File: config.mk
export PLATFORM = sky130hd
export DESIGN_NAME = plmrs_top
export DESIGN_NICKNAME = d
export VERILOG_FILES = /design/src/verilog/plmrs_pkg.sv /design/src/verilog/plmrs_sel_if.sv /design/src/verilog/plmrs_ref_picker.sv /design/src/verilog/plmrs_top.sv
export SDC_FILE = /design/constraint.sdc
export NUM_CORES = 1
export LEC_CHECK = 0
export BUFFER_PORTS_ARGS = -buffer_cell sky130_fd_sc_hd__buf_2
export CORE_ASPECT_RATIO = 0.9
export CORE_MARGIN = 3
export CORE_UTILIZATION = 55
export DETAILED_ROUTE_END_ITERATION = 12
export PLACE_DENSITY = 0.95
export SYNTH_ARGS = -nofsm -noshare
export SYNTH_HDL_FRONTEND = slang
export SYNTH_SLANG_ARGS = --single-unit
File: constraint.sdc
create_clock -name clock -period 5.95 [get_ports clock]
set_input_delay 0.2975 -clock clock [delete_from_list [all_inputs] [get_ports clock]]
set_output_delay 0.2975 -clock clock [all_outputs]
set_load 0.1 [all_outputs]
File: src/verilog/plmrs_pkg.sv
package plmrs_pkg;

    // reference and field widths
    localparam int NUM_REFS   = 4;                 // reference inputs served
    localparam int RANK_W     = 3;                 // priority code width per reference
    localparam int IDX_W      = 2;                 // reference index width
    localparam int FB_PHASE_W = 16;                // shared feedback phase word width

    // mode and reference select register
    localparam logic [7:0] MODE_REG_ADDR  = 8'h38; // byte address of the register
    localparam logic [7:0] MODE_REG_RESET = 8'h03; // automatic mode, reference zero

    // field positions inside the register
    localparam int MODE_LSB = 0;                   // loop_operating_mode low bit
    localparam int MODE_MSB = 1;                   // loop_operating_mode high bit
    localparam int RSV_LSB  = 2;                   // reserved field low bit
    localparam int RSV_MSB  = 4;                   // reserved field high bit
    localparam int FBE_BIT  = 5;                   // external_feedback_enable
    localparam int SEL_LSB  = 6;                   // reference_pick_or_status low bit
    localparam int SEL_MSB  = 7;                   // reference_pick_or_status high bit

    // loop_operating_mode encodings
    localparam logic [1:0] MODE_FREE  = 2'h0;      // free-run from local oscillator
    localparam logic [1:0] MODE_HOLD  = 2'h1;      // forced holdover
    localparam logic [1:0] MODE_FORCE = 2'h2;      // forced reference lock
    localparam logic [1:0] MODE_AUTO  = 2'h3;      // automatic selection

    // priority codes
    localparam logic [2:0] RANK_TOP      = 3'h0;   // highest priority
    localparam logic [2:0] RANK_DISABLED = 3'h7;   // excluded from selection

    // loop condition
    typedef enum logic [1:0] {
        ST_FREE,
        ST_HOLD,
        ST_LOCK
    } plmrs_state_e;

    // priority code of one reference out of the packed rank vector
    function automatic logic [RANK_W-1:0] plmrs_rank_of(
        input logic [NUM_REFS*RANK_W-1:0] ranks,
        input logic [IDX_W-1:0]           idx
    );
        return ranks[idx*RANK_W +: RANK_W];
    endfunction : plmrs_rank_of

endpackage : plmrs_pkg

File: src/verilog/plmrs_sel_if.sv
`timescale 1ns/1ns
// signals between the loop control and the automatic reference picker
interface plmrs_sel_if;
    logic [plmrs_pkg::NUM_REFS-1:0]                  avail;      // references currently healthy
    logic [plmrs_pkg::NUM_REFS*plmrs_pkg::RANK_W-1:0] rank;       // packed priority codes
    logic [plmrs_pkg::IDX_W-1:0]                     cur_ref;    // reference now tracked
    logic                                            cur_valid;  // loop is locked to cur_ref
    logic [plmrs_pkg::NUM_REFS-1:0]                  elig;       // available and not disabled
    logic [plmrs_pkg::RANK_W-1:0]                    best_rank;  // best code among eligible
    logic [plmrs_pkg::IDX_W-1:0]                     pick_ref;   // reference to track next
    logic                                            pick_valid; // some reference is eligible

    modport ctrl (
        output avail,
        output rank,
        output cur_ref,
        output cur_valid,
        input  elig,
        input  best_rank,
        input  pick_ref,
        input  pick_valid
    );

    modport picker (
        input  avail,
        input  rank,
        input  cur_ref,
        input  cur_valid,
        output elig,
        output best_rank,
        output pick_ref,
        output pick_valid
    );
endinterface : plmrs_sel_if

File: src/verilog/plmrs_ref_picker.sv
`timescale 1ns/1ns
// purely combinational choice of the automatic-mode reference
module plmrs_ref_picker (
    plmrs_sel_if.picker sel
);

    logic [plmrs_pkg::RANK_W-1:0] best_c;    // lowest eligible code
    logic [plmrs_pkg::IDX_W-1:0]  first_c;   // lowest index holding best_c
    logic                         keep_cur;  // current reference still wins a tie

    // a reference competes only if healthy and not disabled
    // disabled code never competes
    genvar gi;
    generate
        for (gi = 0; gi < plmrs_pkg::NUM_REFS; gi++) begin : g_elig
            assign sel.elig[gi] = sel.avail[gi] &&
                (plmrs_pkg::plmrs_rank_of(sel.rank, gi[plmrs_pkg::IDX_W-1:0])
                 != plmrs_pkg::RANK_DISABLED);
        end
    endgenerate

    // best code among eligible references
    always_comb begin
        best_c = plmrs_pkg::RANK_DISABLED;
        for (int i = 0; i < plmrs_pkg::NUM_REFS; i++) begin
            if (sel.elig[i] &&
                plmrs_pkg::plmrs_rank_of(sel.rank, i[plmrs_pkg::IDX_W-1:0]) < best_c) begin
                best_c = plmrs_pkg::plmrs_rank_of(sel.rank, i[plmrs_pkg::IDX_W-1:0]);
            end
        end
    end

    // lowest index at the best code, used when the current one loses
    always_comb begin
        first_c = '0;
        for (int i = plmrs_pkg::NUM_REFS - 1; i >= 0; i--) begin
            if (sel.elig[i] &&
                plmrs_pkg::plmrs_rank_of(sel.rank, i[plmrs_pkg::IDX_W-1:0]) == best_c) begin
                first_c = i[plmrs_pkg::IDX_W-1:0];
            end
        end
    end

    // equal codes never cause a switch away from a locked reference
    assign keep_cur = sel.cur_valid && sel.elig[sel.cur_ref] &&
                      (plmrs_pkg::plmrs_rank_of(sel.rank, sel.cur_ref) == best_c);

    assign sel.pick_ref   = keep_cur ? sel.cur_ref : first_c;
    assign sel.pick_valid = |sel.elig;
    assign sel.best_rank  = best_c;

endmodule : plmrs_ref_picker

File: src/verilog/plmrs_top.sv
`timescale 1ns/1ns
module plmrs_top (
    input  wire logic                                            clock,
    input  wire logic                                            rst_n,
    input  wire logic [7:0]                                      reg_addr,
    input  wire logic                                            reg_wr,
    input  wire logic [7:0]                                      reg_wdata,
    input  wire logic                                            reg_rd,
    output logic      [7:0]                                      reg_rdata_q,
    input  wire logic [plmrs_pkg::NUM_REFS-1:0]                  ref_available,
    input  wire logic [plmrs_pkg::NUM_REFS*plmrs_pkg::RANK_W-1:0] ref_rank,
    input  wire logic [plmrs_pkg::FB_PHASE_W-1:0]                fb_phase,
    output logic                                                 loop_freerun_q,
    output logic                                                 loop_holdover_q,
    output logic                                                 loop_locked_q,
    output logic      [plmrs_pkg::IDX_W-1:0]                     loop_ref_q,
    output logic      [plmrs_pkg::FB_PHASE_W-1:0]                fb_correction_q
);

    // register fields, kept as written
    logic [1:0]                  mode_q;     // loop_operating_mode
    logic [2:0]                  rsv_q;      // reserved bits, stored only
    logic                        fbe_q;      // external_feedback_enable
    logic [plmrs_pkg::IDX_W-1:0] sel_q;      // forced reference pick

    // loop condition and tracked reference
    plmrs_pkg::plmrs_state_e     state_q;    // current loop condition
    plmrs_pkg::plmrs_state_e     state_d;    // next loop condition
    logic [plmrs_pkg::IDX_W-1:0] act_ref_q;  // last selected reference
    logic [plmrs_pkg::IDX_W-1:0] act_ref_d;  // next selected reference

    // decoded bus strobes and mode flags
    wire hit      = (reg_addr == plmrs_pkg::MODE_REG_ADDR); // register decoded
    wire wr_hit   = reg_wr && hit;                          // write to the register
    wire rd_hit   = reg_rd && hit;                          // read of the register
    wire mode_auto  = (mode_q == plmrs_pkg::MODE_AUTO);     // automatic mode active
    wire mode_force = (mode_q == plmrs_pkg::MODE_FORCE);    // forced lock active
    wire forced_ok  = ref_available[sel_q];                 // forced reference healthy

    // read value: status field replaces control field in automatic mode
    wire [plmrs_pkg::IDX_W-1:0] sel_view = mode_auto ? act_ref_q : sel_q;
    wire [7:0]                  rd_word  = {sel_view, fbe_q, rsv_q, mode_q};

    // feedback correction value
    wire [plmrs_pkg::FB_PHASE_W-1:0] corr_d = fbe_q ? fb_phase : '0;

    // automatic picker wiring
    plmrs_sel_if sel_if ();

    assign sel_if.avail     = ref_available;
    assign sel_if.rank      = ref_rank;
    assign sel_if.cur_ref   = act_ref_q;
    assign sel_if.cur_valid = (state_q == plmrs_pkg::ST_LOCK);

    plmrs_ref_picker u_picker (
        .sel (sel_if.picker)
    );

    // register write path; all fields stored so readback matches writes outside automatic mode
    always_ff @(posedge clock or negedge rst_n) begin
        if (!rst_n) begin
            mode_q <= plmrs_pkg::MODE_REG_RESET[plmrs_pkg::MODE_MSB:plmrs_pkg::MODE_LSB];
            rsv_q  <= plmrs_pkg::MODE_REG_RESET[plmrs_pkg::RSV_MSB:plmrs_pkg::RSV_LSB];
            fbe_q  <= plmrs_pkg::MODE_REG_RESET[plmrs_pkg::FBE_BIT];
            sel_q  <= plmrs_pkg::MODE_REG_RESET[plmrs_pkg::SEL_MSB:plmrs_pkg::SEL_LSB];
        end else if (wr_hit) begin
            mode_q <= reg_wdata[plmrs_pkg::MODE_MSB:plmrs_pkg::MODE_LSB];
            rsv_q  <= reg_wdata[plmrs_pkg::RSV_MSB:plmrs_pkg::RSV_LSB];
            fbe_q  <= reg_wdata[plmrs_pkg::FBE_BIT];
            sel_q  <= reg_wdata[plmrs_pkg::SEL_MSB:plmrs_pkg::SEL_LSB];
        end
    end

    // read data, one cycle after the strobe; unmapped reads give zero
    always_ff @(posedge clock or negedge rst_n) begin
        if (!rst_n) begin
            reg_rdata_q <= 8'h00;
        end else if (reg_rd) begin
            reg_rdata_q <= rd_hit ? rd_word : 8'h00;
        end
    end

    // next loop condition from the mode field
    always_comb begin
        state_d   = state_q;
        act_ref_d = act_ref_q;
        case (mode_q)
            plmrs_pkg::MODE_FREE: begin
                state_d = plmrs_pkg::ST_FREE;
            end
            plmrs_pkg::MODE_HOLD: begin
                state_d = plmrs_pkg::ST_HOLD;
            end
            plmrs_pkg::MODE_FORCE: begin
                if (forced_ok) begin
                    state_d   = plmrs_pkg::ST_LOCK;
                    act_ref_d = sel_q;
                end else begin
                    state_d = plmrs_pkg::ST_HOLD;
                end
            end
            default: begin
                if (sel_if.pick_valid) begin
                    state_d   = plmrs_pkg::ST_LOCK;
                    act_ref_d = sel_if.pick_ref;
                end else begin
                    state_d = plmrs_pkg::ST_HOLD;
                end
            end
        endcase
    end

    // loop condition and the flops that drive the status outputs
    always_ff @(posedge clock or negedge rst_n) begin
        if (!rst_n) begin
            state_q         <= plmrs_pkg::ST_FREE;
            act_ref_q       <= '0;
            loop_freerun_q  <= 1'b1;
            loop_holdover_q <= 1'b0;
            loop_locked_q   <= 1'b0;
            loop_ref_q      <= '0;
        end else begin
            state_q         <= state_d;
            act_ref_q       <= act_ref_d;
            loop_freerun_q  <= (state_d == plmrs_pkg::ST_FREE);
            loop_holdover_q <= (state_d == plmrs_pkg::ST_HOLD);
            loop_locked_q   <= (state_d == plmrs_pkg::ST_LOCK);
            loop_ref_q      <= act_ref_d;
        end
    end

    // feedback phase correction, shared word regardless of its source loop
    always_ff @(posedge clock or negedge rst_n) begin
        if (!rst_n) begin
            fb_correction_q <= '0;
        end else begin
            fb_correction_q <= corr_d;
        end
    end

    // checks on the loop control
    property p_free;
        @(posedge clock) disable iff (!rst_n)
        mode_q == plmrs_pkg::MODE_FREE |=> loop_freerun_q && !loop_locked_q && !loop_holdover_q;
    endproperty
    a_free: assert property (p_free) else $error("free-run mode not followed");

    property p_hold;
        @(posedge clock) disable iff (!rst_n)
        mode_q == plmrs_pkg::MODE_HOLD |=> loop_holdover_q && loop_ref_q == $past(act_ref_q);
    endproperty
    a_hold: assert property (p_hold) else $error("forced holdover lost last reference");

    property p_force_ok;
        @(posedge clock) disable iff (!rst_n)
        mode_force && forced_ok |=> loop_locked_q && loop_ref_q == $past(sel_q);
    endproperty
    a_force_ok: assert property (p_force_ok) else $error("forced lock on wrong reference");

    property p_force_fail;
        @(posedge clock) disable iff (!rst_n)
        mode_force && !forced_ok |=> loop_holdover_q && $stable(act_ref_q);
    endproperty
    a_force_fail: assert property (p_force_fail) else $error("forced mode switched away");

    property p_auto_none;
        @(posedge clock) disable iff (!rst_n)
        mode_auto && sel_if.elig == '0 |=> loop_holdover_q && !loop_locked_q;
    endproperty
    a_auto_none: assert property (p_auto_none) else $error("no holdover without references");

    property p_auto_best;
        @(posedge clock) disable iff (!rst_n)
        mode_auto && sel_if.pick_valid |=> loop_locked_q
            && $past(ref_available[sel_if.pick_ref])
            && plmrs_pkg::plmrs_rank_of($past(ref_rank), loop_ref_q) == $past(sel_if.best_rank);
    endproperty
    a_auto_best: assert property (p_auto_best) else $error("automatic pick not best rank");

    property p_rank_off;
        @(posedge clock) disable iff (!rst_n)
        $past(mode_auto) && loop_locked_q |->
            plmrs_pkg::plmrs_rank_of($past(ref_rank), loop_ref_q) != plmrs_pkg::RANK_DISABLED;
    endproperty
    a_rank_off: assert property (p_rank_off) else $error("disabled reference selected");

    property p_no_revert;
        @(posedge clock) disable iff (!rst_n)
        mode_auto && sel_if.cur_valid && sel_if.elig[act_ref_q] &&
            plmrs_pkg::plmrs_rank_of(ref_rank, act_ref_q) == sel_if.best_rank
            |=> $stable(act_ref_q);
    endproperty
    a_no_revert: assert property (p_no_revert) else $error("switched among equal ranks");

    property p_fb_on;
        @(posedge clock) disable iff (!rst_n)
        fbe_q |=> fb_correction_q == $past(fb_phase);
    endproperty
    a_fb_on: assert property (p_fb_on) else $error("feedback phase not applied");

    property p_fb_off;
        @(posedge clock) disable iff (!rst_n)
        !fbe_q |=> fb_correction_q == '0;
    endproperty
    a_fb_off: assert property (p_fb_off) else $error("feedback applied while disabled");

    property p_status_rd;
        @(posedge clock) disable iff (!rst_n)
        rd_hit && mode_auto |=> reg_rdata_q[plmrs_pkg::SEL_MSB:plmrs_pkg::SEL_LSB]
            == $past(act_ref_q);
    endproperty
    a_status_rd: assert property (p_status_rd) else $error("status field wrong in automatic");

    property p_auto_wr;
        @(posedge clock) disable iff (!rst_n)
        mode_auto && wr_hit && sel_if.pick_valid |=> loop_ref_q == $past(sel_if.pick_ref);
    endproperty
    a_auto_wr: assert property (p_auto_wr) else $error("select write moved selection");

endmodule : plmrs_top

==> summary.md <==
| Metric | Value |
|---|---|
| Worst EP required | `6.13 ns` |
| Final period utilization | `0.814` |
| Post-Syn Nets | `286` |
| GPL Wtd Cong | `1.02` |
| IO Count | `81` |
| Setup Viol. Count Final | `0` |
| Crit-path max FO | `6` |
| Post-CTS Resized | `0` |
| Critical Path Source Type | `input port` |
| Post-synth EDFFs | `0` |
| TritonCTS clock tree | `built` |
| Synth area leaders | `dfrtp_1, mux2_2, and2_1` |
| Worst setup margin | `1.11 ns` |
| Max_cap viols | `0` |
| Layout cells sized above 1 | `0.420` |
| Vias | `2132` |
| P&R area growth vs syn | `22.9%` |
| Post-layout net count | `369` |
| Synthesized cell area | `2430 um^2` |
| Clock transition at path regs | `0.08 ns` |
| Cells after Synth | `230` |
| Pre-CTS setup slack | `0.911 ns` |
| Clk_skew | `0.00412 ns` |
| Core ar. | `4160 um^2` |
| R2R depth | `5` |
| CP endpoint kind | `register` |
| Max Slew Vio Count | `0` |
| Yosys reg bits | `39` |
| CTS buffer count | `5` |
| Fmax | `207 MHz` |
| Status | `finished clean` |
| Ys async rst share | `1.00` |
| Mean Syn Cell Area | `10.5 um^2` |
| Leakage power | `1.49 nW` |
| Pwr Total | `0.784 mW` |
| All-layer global routing usage | `0.225` |
| RSZ-0062 raised after global routing | `false` |
| Headroom to the max-slew limit | `0.435` |
| DP HPWL | `4560 um` |
| Worst Setup Path Type | `input port to register` |
| Num Clock Sinks | `39` |
| Vias in the first global route | `2034` |
| Slew @ Worst Pin | `0.848 ns` |
| Max IR drop VDD | `143 uV` |
| Die X | `76.0 um` |
| Worst Path Arrival | `5.02 ns` |
| Root buf cell | `clkbuf_8` |
| Core Util, Final | `0.717` |
| DR DRC count | `0` |
| Worst hold-check path type | `input port to async pin` |
| Synth Flop Type | `dfrtp_1` |
| Synthesis Warnings | `0` |
| Minimum clock period | `4.84 ns` |
| Setup TNS | `0 ns` |
| Antenna-violating nets left | `0` |
| Antenna violations before repair | `0` |
| Htree depth | `2` |
| Cell Rows | `22` |
| Die area | `5250 um^2` |
| Routed wire length | `5850 um` |
| Iter 0 DRT Violations | `133` |
| Total global routing overflow | `0` |
| Starting Density | `0.584` |
| # diodes | `0` |
| Clock latency on the worst-skew pair | `0.28 ns` |
| Area fraction of the dominant cell type after synthesis | `0.371` |
| Hold-fix buffers at CTS | `0` |
| Largest net degree at the start of global routing | `40` |
| Distinct cells, synth | `63` |
| Post-CTS setup buffers | `0` |
| Hold Fails Final Rpt | `0` |
| First drt pass iteration count | `5` |
| Bufs on Longest Clock Path | `2` |
| Global-route wire length before repair | `9610 um` |
| Die height | `69.0 um` |
| Area leader, netlist | `dfrtp_1` |
| Sequential area share after synthesis | `0.404` |
| Wire per inst | `15.6 um` |
| Port bufs | `80` |
| Cell Pwr Density | `263 nW/um^2` |
| Vias/cell | `5.70` |
==> cell families (layout without fill, tap and decap cells) <==
| logic type | after synthesis | in the layout | synth area share |
|---|---|---|---|
| AO/OA/AOI/OAI | 45 | 45 | 0.159 |
| multiplexers | 19 | 19 | 0.117 |
| XOR/XNOR | 9 | 9 | 0.0325 |
| adder cells (fa/ha/maj) | 4 | 4 | 0.0206 |
| flip-flops | 39 | 39 | 0.404 |
| buffers and inverters | 19 | 103 | 0.0387 |
| AND/OR/NAND/NOR | 95 | 95 | 0.229 |
==> per-stage QoR <==
stage          instances  hold WS (ns)  instance area, um^2
2_1_floorplan        230       0.00191                 2430
3_3_place_gp         366         0.425                 2860
3_5_place_dp         366         0.435                 2860
4_1_cts              374         0.127                 2980
5_1_grt              374         0.165                 2980
6_report             374         0.114                 2980
==> area by class of cell <==
type	instances	area [um^2]
clock buffers	6	82.6
clock inverters	2	35.0
fillers	281	1170
inverters	15	56.3
multi-input cells	172	1350
flip-flops and latches	39	980
well taps	60	75.1
repair buffers	80	400
==> Yosys cell counts, drive strengths merged, types with 2 or more instances <==
| cell | instances |
|---|---|
| o21a | 2 |
| o211ai | 4 |
| a211oi | 2 |
| o211a | 2 |
| dfstp | 3 |
| mux2 | 13 |
| nor4b | 2 |
| and2 | 20 |
| xnor2 | 8 |
| mux4 | 5 |
| nor2 | 13 |
| or3 | 2 |
| clkbuf | 2 |
| a41oi | 2 |
| nand3 | 18 |
| nand2b | 4 |
| o311ai | 2 |
| o2111ai | 2 |
| dfrtp | 36 |
| nand2 | 15 |
| nor3b | 4 |
| and2b | 2 |
| and3 | 3 |
| or2 | 2 |
| nor3 | 2 |
| a21oi | 8 |
| o21ai | 12 |
| nand4b | 2 |
| inv | 15 |
| ha | 4 |
==> state kept, by name, summed over array words and instances, names as in the netlist, 2 cells and up <==
signal,flops
sel_q,2
rsv_q,3
act_ref_q,2
state_q,2
mode_q,2
fb_correction_q,16
reg_rdata_q,8
==> per-layer routing <==
layer | wire length, um | share of wire | track usage | vias to the layer above
met5 | 0 | 0 | 0 | -
met3 | 483 | 0.083 | 0.0392 | 2
li1 | - | - | - | 1000
met1 | 2400 | 0.41 | 0.295 | 1015
met4 | 19 | 0.0032 | 0.0503 | 0
met2 | 2950 | 0.50 | 0.391 | 115
==> worst paths after layout <==
| check | end | slack, ns | from |
|---|---|---|---|
| max in group asynchronous | sel_q[0]$_DFFE_PN0P_ | 5.30 | rst_n |
| min reg2reg | reg_rdata_q[3]$_DFFE_PN0P_ | 0.52 | rsv_q[1]$_DFFE_PN0P_ |
| min | fb_correction_q[5]$_DFF_PN0_ | 0.11 | rst_n |
| max reg2reg | act_ref_q[1]$_DFFE_PN0P_ | 3.52 | act_ref_q[1]$_DFFE_PN0P_ |
| min in group clock | fb_correction_q[13]$_DFF_PN0_ | 0.22 | fb_phase[13] |
| max | act_ref_q[1]$_DFFE_PN0P_ | 1.11 | ref_rank[5] |
==> power breakdown <==
group / switching, mW / total, mW / leakage [nW] / internal (mW)
sequential: 0.0184 / 0.296 / 0.530 / 0.278
clock: 0.0884 / 0.224 / 0.0612 / 0.136
combinational: 0.167 / 0.264 / 0.895 / 0.0975
total: 0.273 / 0.784 / 1.49 / 0.511
==> cell usage in the layout, fill, tap and decap left out, drive strengths merged, types with 2 or more instances in the layout <==
cell / count
dfstp: 3
and2: 20
nand2: 15
clkbuf: 6
a211oi: 2
o311ai: 2
dfrtp: 36
a41oi: 2
and2b: 2
mux4: 5
ha: 4
and3: 3
nor3b: 4
or2: 2
nand3: 18
o2111ai: 2
nor2: 13
o211a: 2
nand2b: 4
nor4b: 2
o21ai: 12
a21oi: 8
nand4b: 2
nor3: 2
xnor2: 8
mux2: 13
inv: 15
or3: 2
buf: 80
o21a: 2
o211ai: 4
==> worst max-delay path: stages <==
cell and delay [ns]:
buf_2 0.15, nor3b_1 0.20, a211oi_1 0.13, a311oi_4 0.42
mux2i_1 0.25, ha_1 0.26, a21oi_1 0.33, nand3b_1 0.23
o211ai_2 0.27, and2_1 0.19, ha_1 0.25, o21a_1 0.11
nor3_1 0.53, a21oi_1 0.19, nor3_1 0.22, and3b_2 0.25
a41oi_4 0.27, o311ai_2 0.17, o311ai_2 0.30
No activity file was read; power rests on OpenSTA's default activity.
